`config.mk`:
```
export PLATFORM = sky130hd
export DESIGN_NAME = pio_ports
export DESIGN_NICKNAME = d
export VERILOG_FILES = /design/src/verilog/pio_pkg.sv /design/src/verilog/pio_ports.sv
export SDC_FILE = /design/constraint.sdc
export NUM_CORES = 1
export LEC_CHECK = 0
export BUFFER_PORTS_ARGS = -buffer_cell sky130_fd_sc_hd__buf_2
export CORE_MARGIN = 2
export CORE_UTILIZATION = 57
export CTS_CLUSTER_DIAMETER = 80
export CTS_CLUSTER_SIZE = 8
export DETAILED_ROUTE_END_ITERATION = 16
export MAX_ROUTING_LAYER = met4
export PLACE_DENSITY_LB_ADDON = 0.2
export SLEW_MARGIN = 15
export SYNTH_ARGS = -nofsm -noshare
export SYNTH_HDL_FRONTEND = slang
export SYNTH_SLANG_ARGS = --single-unit
export TNS_END_PERCENT = 1
```
`constraint.sdc`:
```
create_clock -name clk_sys -period 5.9 [get_ports clk_sys]
set_input_delay 0.295 -clock clk_sys [delete_from_list [all_inputs] [get_ports clk_sys]]
set_output_delay 0.295 -clock clk_sys [all_outputs]
set_load 0.05 [all_outputs]
```
`src/verilog/pio_pkg.sv`:
```
// Shared constants and carriers for the parallel I/O port block.
// Assumes an 8-bit core that reaches ports through special function registers.
`default_nettype none
package pio_pkg;

  // ****************************************
  // Sizes
  // ****************************************
  localparam int unsigned NUM_PORTS  = 6;
  localparam int unsigned PORT_W     = 8;
  localparam int unsigned CH_SEL_W   = 3;
  localparam int unsigned CH_SEL_LSB = 0;
  localparam int unsigned BIT_SEL_W  = 3;

  // ****************************************
  // Special function register addresses
  // ****************************************
  localparam logic [7:0] ADDR_PORT_ZERO  = 8'h80;
  localparam logic [7:0] ADDR_PORT_ONE   = 8'h90;
  localparam logic [7:0] ADDR_PORT_TWO   = 8'hA0;
  localparam logic [7:0] ADDR_PORT_THREE = 8'hB0;
  localparam logic [7:0] ADDR_PORT_FOUR  = 8'hE8;
  localparam logic [7:0] ADDR_PORT_FIVE  = 8'hF8;
  localparam logic [7:0] ADDR_PORT_SIX   = 8'hDB;
  localparam logic [7:0] BIT_BASE_MASK   = 8'hF8;

  // ****************************************
  // Reset values
  // ****************************************
  localparam logic [7:0] RST_PORT_ZERO  = 8'hFF;
  localparam logic [7:0] RST_PORT_ONE   = 8'hFF;
  localparam logic [7:0] RST_PORT_TWO   = 8'hFF;
  localparam logic [7:0] RST_PORT_THREE = 8'hFF;
  localparam logic [7:0] RST_PORT_FOUR  = 8'h00;
  localparam logic [7:0] RST_PORT_FIVE  = 8'hFF;
  localparam logic [7:0] BYTE_ONES      = 8'hFF;
  localparam logic [7:0] BYTE_ZERO      = 8'h00;

  // Port indices; NONE marks an address that is no port latch
  localparam logic [2:0] IDX_ZERO = 3'h0;
  localparam logic [2:0] IDX_TWO  = 3'h2;
  localparam logic [2:0] IDX_NONE = 3'h7;

  // External memory bus request from the core's bus interface
  typedef struct packed {
    logic        active;      // External access in progress
    logic        addr_phase;  // Low address byte phase on port zero
    logic        wide;        // Access uses a 16-bit address
    logic        write;       // Data phase drives write data
    logic [15:0] addr;        // Access address
    logic [7:0]  wdata;       // Write data
  } pio_ext_bus_s;

endpackage

`default_nettype wire

```
`src/verilog/pio_ports.sv`:
```
// Six bidirectional parallel ports, one input-only port and the pin sharing
// with the external memory bus. Assumes pins are resolved by the bench from
// out/oe, with a pull-up where no one drives.
`timescale 1ns/1ns
`default_nettype none

module pio_ports
  import pio_pkg::*;
(
  input  wire  logic                        clk_sys,          // System clock, 50 MHz
  input  wire  logic                        rst_n,            // Synchronous reset, active low
  input  wire  logic [7:0]                  sfr_addr,         // Byte register address
  input  wire  logic                        sfr_wr,           // Byte write strobe
  input  wire  logic                        sfr_rd,           // Byte read strobe
  input  wire  logic [7:0]                  sfr_wdata,        // Byte write data
  output logic [7:0]                        sfr_rdata,        // Byte read data, next cycle
  output logic                              sfr_hit,          // Last read hit a port register
  input  wire  logic [7:0]                  bit_addr,         // Bit address
  input  wire  logic                        bit_wr,           // Bit write strobe
  input  wire  logic                        bit_rd,           // Bit read strobe
  input  wire  logic                        bit_wdata,        // Bit write value
  output logic                              bit_rdata,        // Bit read value, next cycle
  input  wire  pio_ext_bus_s                ext_bus,          // External memory access
  output logic [7:0]                        ext_rdata,        // Data sampled from port zero
  input  wire  logic [7:0]                  converter_ctrl,   // Converter control register
  output logic [CH_SEL_W-1:0]               analog_channel,   // Selected analog channel
  input  wire  logic [NUM_PORTS-1:0][7:0]   port_in,          // Bidirectional pin levels
  output logic [NUM_PORTS-1:0][7:0]         port_out,         // Bidirectional pin values
  output logic [NUM_PORTS-1:0][7:0]         port_oe,          // Bidirectional pin enables
  input  wire  logic [7:0]                  port_six_in       // Input-only pin levels
);

  // ****************************************
  // Timing summary
  // ****************************************
  // Pin to register read: two synchroniser edges, then the read edge, so a
  // read sees the pins as they stood two edges before the read edge.
  // Register write to pin: the latch updates on the write edge and the
  // drivers one edge later, since driver outputs are registered.
  // Bus phase to pin: one edge, as the drivers sit behind the same flops.
  // Trade-off: registered drivers cost a cycle but keep pins glitch free
  // while the bus phases switch.

  // ****************************************
  // Address decode
  // ****************************************
  // Port index of a byte address; bit addresses pass their byte base
  function automatic logic [2:0] port_index(input logic [7:0] a);
    logic [2:0] idx;
    idx = IDX_NONE;
    unique case (a)
      ADDR_PORT_ZERO:  idx = 3'h0;
      ADDR_PORT_ONE:   idx = 3'h1;
      ADDR_PORT_TWO:   idx = 3'h2;
      ADDR_PORT_THREE: idx = 3'h3;
      ADDR_PORT_FOUR:  idx = 3'h4;
      ADDR_PORT_FIVE:  idx = 3'h5;
      default:         idx = IDX_NONE;
    endcase
    return idx;
  endfunction

  logic [2:0]           wr_idx;
  logic [2:0]           bit_idx;
  logic [BIT_SEL_W-1:0] bit_pos;

  always_comb begin
    wr_idx  = port_index(sfr_addr);
    bit_idx = port_index(bit_addr & BIT_BASE_MASK);
    bit_pos = bit_addr[BIT_SEL_W-1:0];
  end

  // One enable per latch keeps the latch process free of index arithmetic
  logic [NUM_PORTS-1:0] byte_we;
  logic [NUM_PORTS-1:0] bit_we;

  always_comb begin
    byte_we = '0;
    bit_we  = '0;
    for (int p = 0; p < NUM_PORTS; p++) begin
      byte_we[p] = sfr_wr && (wr_idx == 3'(p));
      bit_we[p]  = bit_wr && (bit_idx == 3'(p));
    end
  end

  // ****************************************
  // Pin input synchronisers
  // ****************************************
  // Two stages per line; only the second stage is ever read
  logic [NUM_PORTS-1:0][7:0] sync_a;
  logic [NUM_PORTS-1:0][7:0] pin_lvl;
  logic [7:0]                six_a;
  logic [7:0]                six_lvl;

  always_ff @(posedge clk_sys) begin
    if (!rst_n) begin
      sync_a  <= '1;
      pin_lvl <= '1;
      six_a   <= BYTE_ONES;
      six_lvl <= BYTE_ONES;
    end else begin
      sync_a  <= port_in;
      pin_lvl <= sync_a;
      six_a   <= port_six_in;
      six_lvl <= six_a;
    end
  end

  // ****************************************
  // Port latches
  // ****************************************
  logic [NUM_PORTS-1:0][7:0] latch;

  always_ff @(posedge clk_sys) begin
    if (!rst_n) begin
      latch[0] <= RST_PORT_ZERO;
      latch[1] <= RST_PORT_ONE;
      latch[2] <= RST_PORT_TWO;
      latch[3] <= RST_PORT_THREE;
      latch[4] <= RST_PORT_FOUR;
      latch[5] <= RST_PORT_FIVE;
    end else begin
      // A write to the input-only address decodes to no latch
      for (int p = 0; p < NUM_PORTS; p++) begin
        // Byte write first so a bit write to the same port wins on its bit
        if (byte_we[p]) begin
          latch[p] <= sfr_wdata;
        end
        if (bit_we[p]) begin
          latch[p][bit_pos] <= bit_wdata;
        end
      end
    end
  end

  // ****************************************
  // Read path
  // ****************************************
  // Reading pins rather than latches lets a latch of one release the line
  // for an external driver; a bit held low outside reads low.
  logic       rd_hit;
  logic [7:0] rd_byte;
  logic       rd_bit;

  always_comb begin
    rd_hit  = 1'b0;
    rd_byte = BYTE_ZERO;
    if (sfr_addr == ADDR_PORT_SIX) begin
      rd_hit  = 1'b1;
      rd_byte = six_lvl;
    end else if (wr_idx != IDX_NONE) begin
      rd_hit  = 1'b1;
      rd_byte = pin_lvl[wr_idx];
    end
  end

  // Bit reads of the input-only port decode to no port and read zero
  always_comb begin
    rd_bit = 1'b0;
    if (bit_idx != IDX_NONE) begin
      rd_bit = pin_lvl[bit_idx][bit_pos];
    end
  end

  always_ff @(posedge clk_sys) begin
    if (!rst_n) begin
      sfr_rdata <= BYTE_ZERO;
      sfr_hit   <= 1'b0;
    end else if (sfr_rd) begin
      sfr_rdata <= rd_byte;
      sfr_hit   <= rd_hit;
    end
  end

  always_ff @(posedge clk_sys) begin
    if (!rst_n) begin
      bit_rdata <= 1'b0;
    end else if (bit_rd) begin
      bit_rdata <= rd_bit;
    end
  end

  // ****************************************
  // Analog channel select
  // ****************************************
  // Digital reads of port six stay live; analog bits read as noise to software
  always_ff @(posedge clk_sys) begin
    if (!rst_n) begin
      analog_channel <= '0;
    end else begin
      analog_channel <= converter_ctrl[CH_SEL_LSB +: CH_SEL_W];
    end
  end

  // ****************************************
  // Bus ownership
  // ****************************************
  // The bus interface owns port zero for the whole access and port two
  // only when the address is wide; the port zero phases never overlap.
  logic own_addr_low;
  logic own_wdata;
  logic own_rdata;
  logic own_addr_high;

  always_comb begin
    own_addr_low  = ext_bus.active && ext_bus.addr_phase;
    own_wdata     = ext_bus.active && !ext_bus.addr_phase && ext_bus.write;
    own_rdata     = ext_bus.active && !ext_bus.addr_phase && !ext_bus.write;
    own_addr_high = ext_bus.active && ext_bus.wide;
  end

  // ****************************************
  // Pin drivers
  // ****************************************
  // Quasi-bidirectional: a latch zero pulls low, a one releases the line
  // so the same bit doubles as an input. The bus drives both levels.
  function automatic logic [7:0] quasi_oe(input logic [7:0] l);
    return ~l;
  endfunction

  logic [NUM_PORTS-1:0][7:0] next_out;
  logic [NUM_PORTS-1:0][7:0] next_oe;

  always_comb begin
    for (int p = 0; p < NUM_PORTS; p++) begin
      next_out[p] = latch[p];
      next_oe[p]  = quasi_oe(latch[p]);
    end
    if (own_addr_low) begin
      next_out[IDX_ZERO] = ext_bus.addr[7:0];
      next_oe[IDX_ZERO]  = BYTE_ONES;
    end else if (own_wdata) begin
      next_out[IDX_ZERO] = ext_bus.wdata;
      next_oe[IDX_ZERO]  = BYTE_ONES;
    end else if (own_rdata) begin
      // Released so the memory can drive the read byte
      next_out[IDX_ZERO] = BYTE_ONES;
      next_oe[IDX_ZERO]  = BYTE_ZERO;
    end
    if (own_addr_high) begin
      next_out[IDX_TWO] = ext_bus.addr[15:8];
      next_oe[IDX_TWO]  = BYTE_ONES;
    end
  end

  always_ff @(posedge clk_sys) begin
    if (!rst_n) begin
      port_out <= '1;
      port_oe  <= '0;
    end else begin
      port_out <= next_out;
      port_oe  <= next_oe;
    end
  end

  // ****************************************
  // External read data
  // ****************************************
  // Sampled only in a read data phase; holds its value outside one
  always_ff @(posedge clk_sys) begin
    if (!rst_n) begin
      ext_rdata <= BYTE_ZERO;
    end else if (own_rdata) begin
      ext_rdata <= pin_lvl[IDX_ZERO];
    end
  end

endmodule

`default_nettype wire
```
# Word-level counts from Yosys, hierarchy flattened
# Cells that the tools add are included.
# Widths: inputs -> output; s select.
# classes
magnitude_cmp,4
n_bitwise,6
n_eq_ne,25
mux,47
n_reduce_logical,22
# op_table
op,count
$mux 8,30
$eq 8x8->1 const B,7
$bmux 8 s3,2
$bwmux 8,6
$not 8->8,6
$pmux 3 s6,2
$eq 5x5->1 const B,6
$logic_and 1x1->1,18
$eq 3x2->1 const B,4
$eq 3x3->1 const B,4
$lt 3x4->1 const B,3
$eq 3x1->1 const B,2
$logic_not 3->1,2
$ne 3x3->1 const B,2
$mux 1,5
$bmux 1 s3,1
$demux 1 s3,1
$ge 3x1->1 const B,1
$logic_not 1->1,2
# totals
reg_bits,277
input_bits,123

# Longest topological paths before layout
# logic_depth
depth_word,8
mapped_depth,8

# Worst setup path before layout
# Ideal clock, no wire load.
# synth_path
kind,input to register
start,in sfr_addr[0]
end,reg latch[24] (netlist name)
setup_time_ps,130
path_buffers,1
t_arrival_ps,2009
required_time_ps,5770
path_stages,7
slack_ps,3762
cell_sequence,or4b_4 > buf_6 > nor4_4 > mux2i_1 > a21oi_1 > a31oi_1 > nand2_1
# synth_via
elab_chain_len,8
# synth_lines
item,line_no,source
start: declaration,pio_ports.sv:12,"input wire logic [7:0] sfr_addr,"
$eq 8x8->1,pio_ports.sv:51,unique case (a)
$pmux 3 s6 (*),pio_ports.sv:51,
$eq 3x2->1 (*),pio_ports.sv:81,byte_we[p] = sfr_wr && (wr_idx == 3'(p));
$logic_and 1x1->1 (*),pio_ports.sv:81,
$mux 8 (*),pio_ports.sv:126,if (byte_we[p]) begin
$mux 8 (*),pio_ports.sv:115,if (!rst_n) begin
$bwmux 8,pio_ports.sv:130,latch[p][bit_pos] <= bit_wdata;
$mux 8 (*),pio_ports.sv:129,if (bit_we[p]) begin
end signal: indexed assignment,pio_ports.sv:127,latch[p] <= sfr_wdata;
end signal: indexed assignment,pio_ports.sv:130,
end: declaration,pio_ports.sv:112,logic [NUM_PORTS-1:0][7:0] latch;
# Every way passes the cells marked *; elsewhere a longest branch is shown, timed or not. The select of a mux whose other input is x is not followed.
# A chain may end at the register's enable or synchronous reset.

# Worst setup path in the final report
# layout_path
start,in sfr_addr[0]
end,reg latch[21] (netlist name)
# Same word-level chain as after synthesis.

==> summary.md <==
| Metric | Value |
|---|---|
| Element type at the critical path start | `input port` |
| Worst relative slew slack | `between 20% and 30%` |
| Clock tree root buffer cell | `sky130_fd_sc_hd__clkbuf_16` |
| Final Hold Slack | `0.01330 ns` |
| Maximum root-to-sink buffer count | `3` |
| Final Skew | `between 0.015 and 0.02 ns` |
| Iteration count of the initial detailed-routing pass | `5` |
| Post-route cell area | `about 13,000 um^2` |
| Max FO, Critical Path | `9` |
| FF+latch area | `between 5000 and 6000 um^2` |
| WL per Instance | `between 15 and 20 um` |
| Library cell occupying the most area in the post-synthesis netlist | `sky130_fd_sc_hd__dfxtp_1` |
| Via total after detailed routing | `approximately 7,900` |
| Overall overflow remaining after global route | `0` |
| Core Area | `between 15,000 and 20,000 um^2` |
| Sequential power share | `a little under half` |
| Clock slew seen by the registers of the worst setup and hold paths | `0.04 ns` |
| Number of buffers inserted for hold repair after clock tree synthesis | `65` |
| Final setup fails | `0` |
| First-pass GRT wire length | `between 30,000 and 40,000 um` |
| Setup tns final | `0 ns` |
| DRT Wirelength | `~24,000 um` |
| Yosys cell types | `50` |
| Setup repair after global routing missed its margin | `no` |
| Die Y-Extent | `around 140 um` |
| Clock share of power | `between 40% and 50%` |
| Site row count | `48` |
| Clock sink count | `277` |
| Multi-input combinational cell area | `3867 um^2` |
| Cell count after synthesis | `between 900 and 1,000` |
| Vias in the first global route | `between 7,000 and 8,000` |
| Clock tree from TritonCTS | `yes` |
| Outcome | `completed` |
| Share of post-route cells with drive strength above 1 | `a little under a quarter` |
| Violation count after the first detailed-route iteration | `608` |
| Cell internal pwr | `about 3.3 mW` |
| Pwr/cell area | `approximately 330 nW/um^2` |
| Worst hold path class | `in -> reg` |
| Net switching share of the total power | `between 20 and 25%` |
| Cell area after synthesis | `a little under 10,000 um^2` |
| DR DRC count | `0` |
| Final Slew Violations | `0` |
| Highest clock frequency the design can meet | `between 400 and 500 MHz` |
| Detail Route Antenna Nets | `0` |
| I/O pin cnt | `between 200 and 250` |
| Register bit count reported by yosys | `277` |
| Async S/R FF share, synth | `0%` |
| # H-tree levels | `2` |
| Net count of the mapped netlist | `roughly 1,100` |
| Antenna violations before repair | `2` |
| Critical Path Sink Type | `register` |
| Number of placed cells counting well taps | `~1,400` |
| Post-CTS setup buffer count | `0` |
| Critical path start-end classification | `in -> reg` |
| PortBufs | `between 200 and 250` |
| Share of total power in combinational logic | `8.4%` |
| Fin cells | `between 1,000 and 1,500` |
| Clock insertion delay at the later pin of the skew report | `roughly 0.52 ns` |
| Horiz. Die Dim | `around 140 um` |
| Pin count of the biggest net entering global routing | `131` |
| CTS Buf Count | `40` |
| Placed Instance Area | `11,060 um^2` |
| Final nets | `about 1,400` |
| Leading cell types by total area after synthesis | `sky130_fd_sc_hd__dfxtp_1, sky130_fd_sc_hd__mux2i_1, sky130_fd_sc_hd__nand2b_1` |
| Worst EP required | `~6.2 ns` |
| Fraction of synthesized cell area taken by the top area cell type | `about 56%` |
| Max-capacitance violation count | `0` |
| Proportion of synthesized chip area in sequential cells | `about 56%` |
| Via-per-instance ratio | `about 5.3` |
| Worst Max-Slew Pin Slew | `around 1.1 ns` |
| Synth warnings | `0` |
| PostCTS Resize Cnt | `0` |
| Data arrival time of the critical path | `around 2.6 ns` |
| Final weighted congestion in routability-driven placement | `0.9061` |
| Worst IR Drop VDD | `approximately 270 uV` |
| All-layer global routing usage | `between 20% and 30%` |
| Share of the cycle needed by the critical path after routing | `between 30% and 40%` |
| P&R area growth vs syn | `29.62%` |
| Number of fillers in the final layout | `~1,200` |
| Switching pwr | `0.9739 mW` |
| Initial core utilization | `around 58%` |
| Power, Total | `4.259 mW` |
| DP Wirelength | `roughly 15,000 um` |
| Minimum clock period after layout | `about 2.3 ns` |
| Primary FF master, synth | `sky130_fd_sc_hd__dfxtp_1` |
| Final Hold Viols | `0` |
| LEAKAGE | `5.290 nW` |
| Die outline area | `18,350 um^2` |
| Number of synthesized flops with an enable pin | `0` |
| Mean instance size in the synthesized netlist | `10.14 um^2` |
-- cells by family (layout without fill, tap and decap cells) --
logic type	Yosys count	after routing	share of synthesized area [%]
multiplexers	88	88	8.941
AO/OA/AOI/OAI	205	205	12.90
flip-flops	277	277	56.29
AND/OR/NAND/NOR	303	303	17.36
buffers and inverters	99	387	4.508
other	0	2	0
-- worst max-delay path, stage by stage --
cell and delay [ns]:
sky130_fd_sc_hd__buf_2 0.10, sky130_fd_sc_hd__or4b_4 0.63, sky130_fd_sc_hd__nor2_1 0.48, sky130_fd_sc_hd__nand4b_1 0.61, sky130_fd_sc_hd__mux2i_1 0.37, sky130_fd_sc_hd__o211ai_1 0.11
-- through the flow --
stage,util (%),setup slack (ns)
after floorplan,-,3.762
after global placement,64.59,3.230
after detailed placement,64.59,3.210
after CTS,74.52,3.710
after global routing,74.61,3.569
final,74.61,3.633
-- sequential cells by signal (all words and copies together), names as in the netlist --
| register | cells |
|---|---|
| six_a | 8 |
| bit_rdata | 1 |
| ext_rdata | 8 |
| latch | 48 |
| sfr_hit | 1 |
| port_oe | 48 |
| sync_a | 48 |
| port_out | 48 |
| sfr_rdata | 8 |
| six_lvl | 8 |
| pin_lvl | 48 |
| analog_channel | 3 |
-- path summary, 6_finish.rpt --
path	start	slack (ns)	endpoint	cells after the start
worst min-delay path	converter_ctrl[0]	0.01	analog_channel[0]	2
worst max register to register	pin_lvl[40]	4.05	bit_rdata	5
worst min register to register	sync_a[15]	0.40	pin_lvl[15]	1
worst max-delay path	sfr_addr[0]	3.63	latch[21]	6
-- per-layer routing --
metal / up-vias / global-route usage, % / wire length [um]
li1: 3850 / - / -
met1: 3653 / 30.75 / 9899
met2: 312 / 44.73 / 12200
met3: 43 / 5.200 / 1478
met4: 0 / 10.36 / 514
met5: - / - / 0
-- synthesized netlist by cell type, types with 10 or more instances --
cell / number
sky130_fd_sc_hd__nand2b_1: 121
sky130_fd_sc_hd__a31oi_1: 26
sky130_fd_sc_hd__inv_1: 37
sky130_fd_sc_hd__mux2i_1: 88
sky130_fd_sc_hd__dfxtp_1: 277
sky130_fd_sc_hd__nand2_1: 66
sky130_fd_sc_hd__o21ai_0: 58
sky130_fd_sc_hd__nor2b_1: 43
sky130_fd_sc_hd__nor2_1: 29
sky130_fd_sc_hd__a22oi_1: 10
sky130_fd_sc_hd__clkbuf_1: 46
sky130_fd_sc_hd__o211ai_1: 17
sky130_fd_sc_hd__a21oi_1: 61
-- final cells by class --
type	count	area share, %
flip-flops and latches	277	43.43
multi-input cells	596	30.29
repair buffers	306	14.75
clock buffers	41	8.034
well taps	225	2.205
inverters	37	1.088
clock inverters	3	0.1764
diodes	2	0.03919
-- power groups by stage --
stage / Combinational (mW) / Clock, mW / Sequential [mW]
after global placement: 0.317 / 0 / 1.99
after global routing: 0.383 / 2.05 / 1.96
final: 0.358 / 1.94 / 1.96
after CTS: 0.354 / 1.97 / 1.96
after detailed placement: 0.320 / 0 / 1.99
after floorplan: 0.134 / 0 / 2.08
-- cell usage in the layout (no fill, tap or decap), types with 41 or more instances in the layout --
| cell | count |
|---|---|
| sky130_fd_sc_hd__buf_2 | 233 |
| sky130_fd_sc_hd__nor2b_1 | 43 |
| sky130_fd_sc_hd__nand2_1 | 66 |
| sky130_fd_sc_hd__a21oi_1 | 61 |
| sky130_fd_sc_hd__clkbuf_16 | 41 |
| sky130_fd_sc_hd__o21ai_0 | 58 |
| sky130_fd_sc_hd__dfxtp_1 | 277 |
| sky130_fd_sc_hd__dlygate4sd3_1 | 66 |
| sky130_fd_sc_hd__nand2b_1 | 121 |
| sky130_fd_sc_hd__mux2i_1 | 88 |
Power figures use the tool's default switching activity.
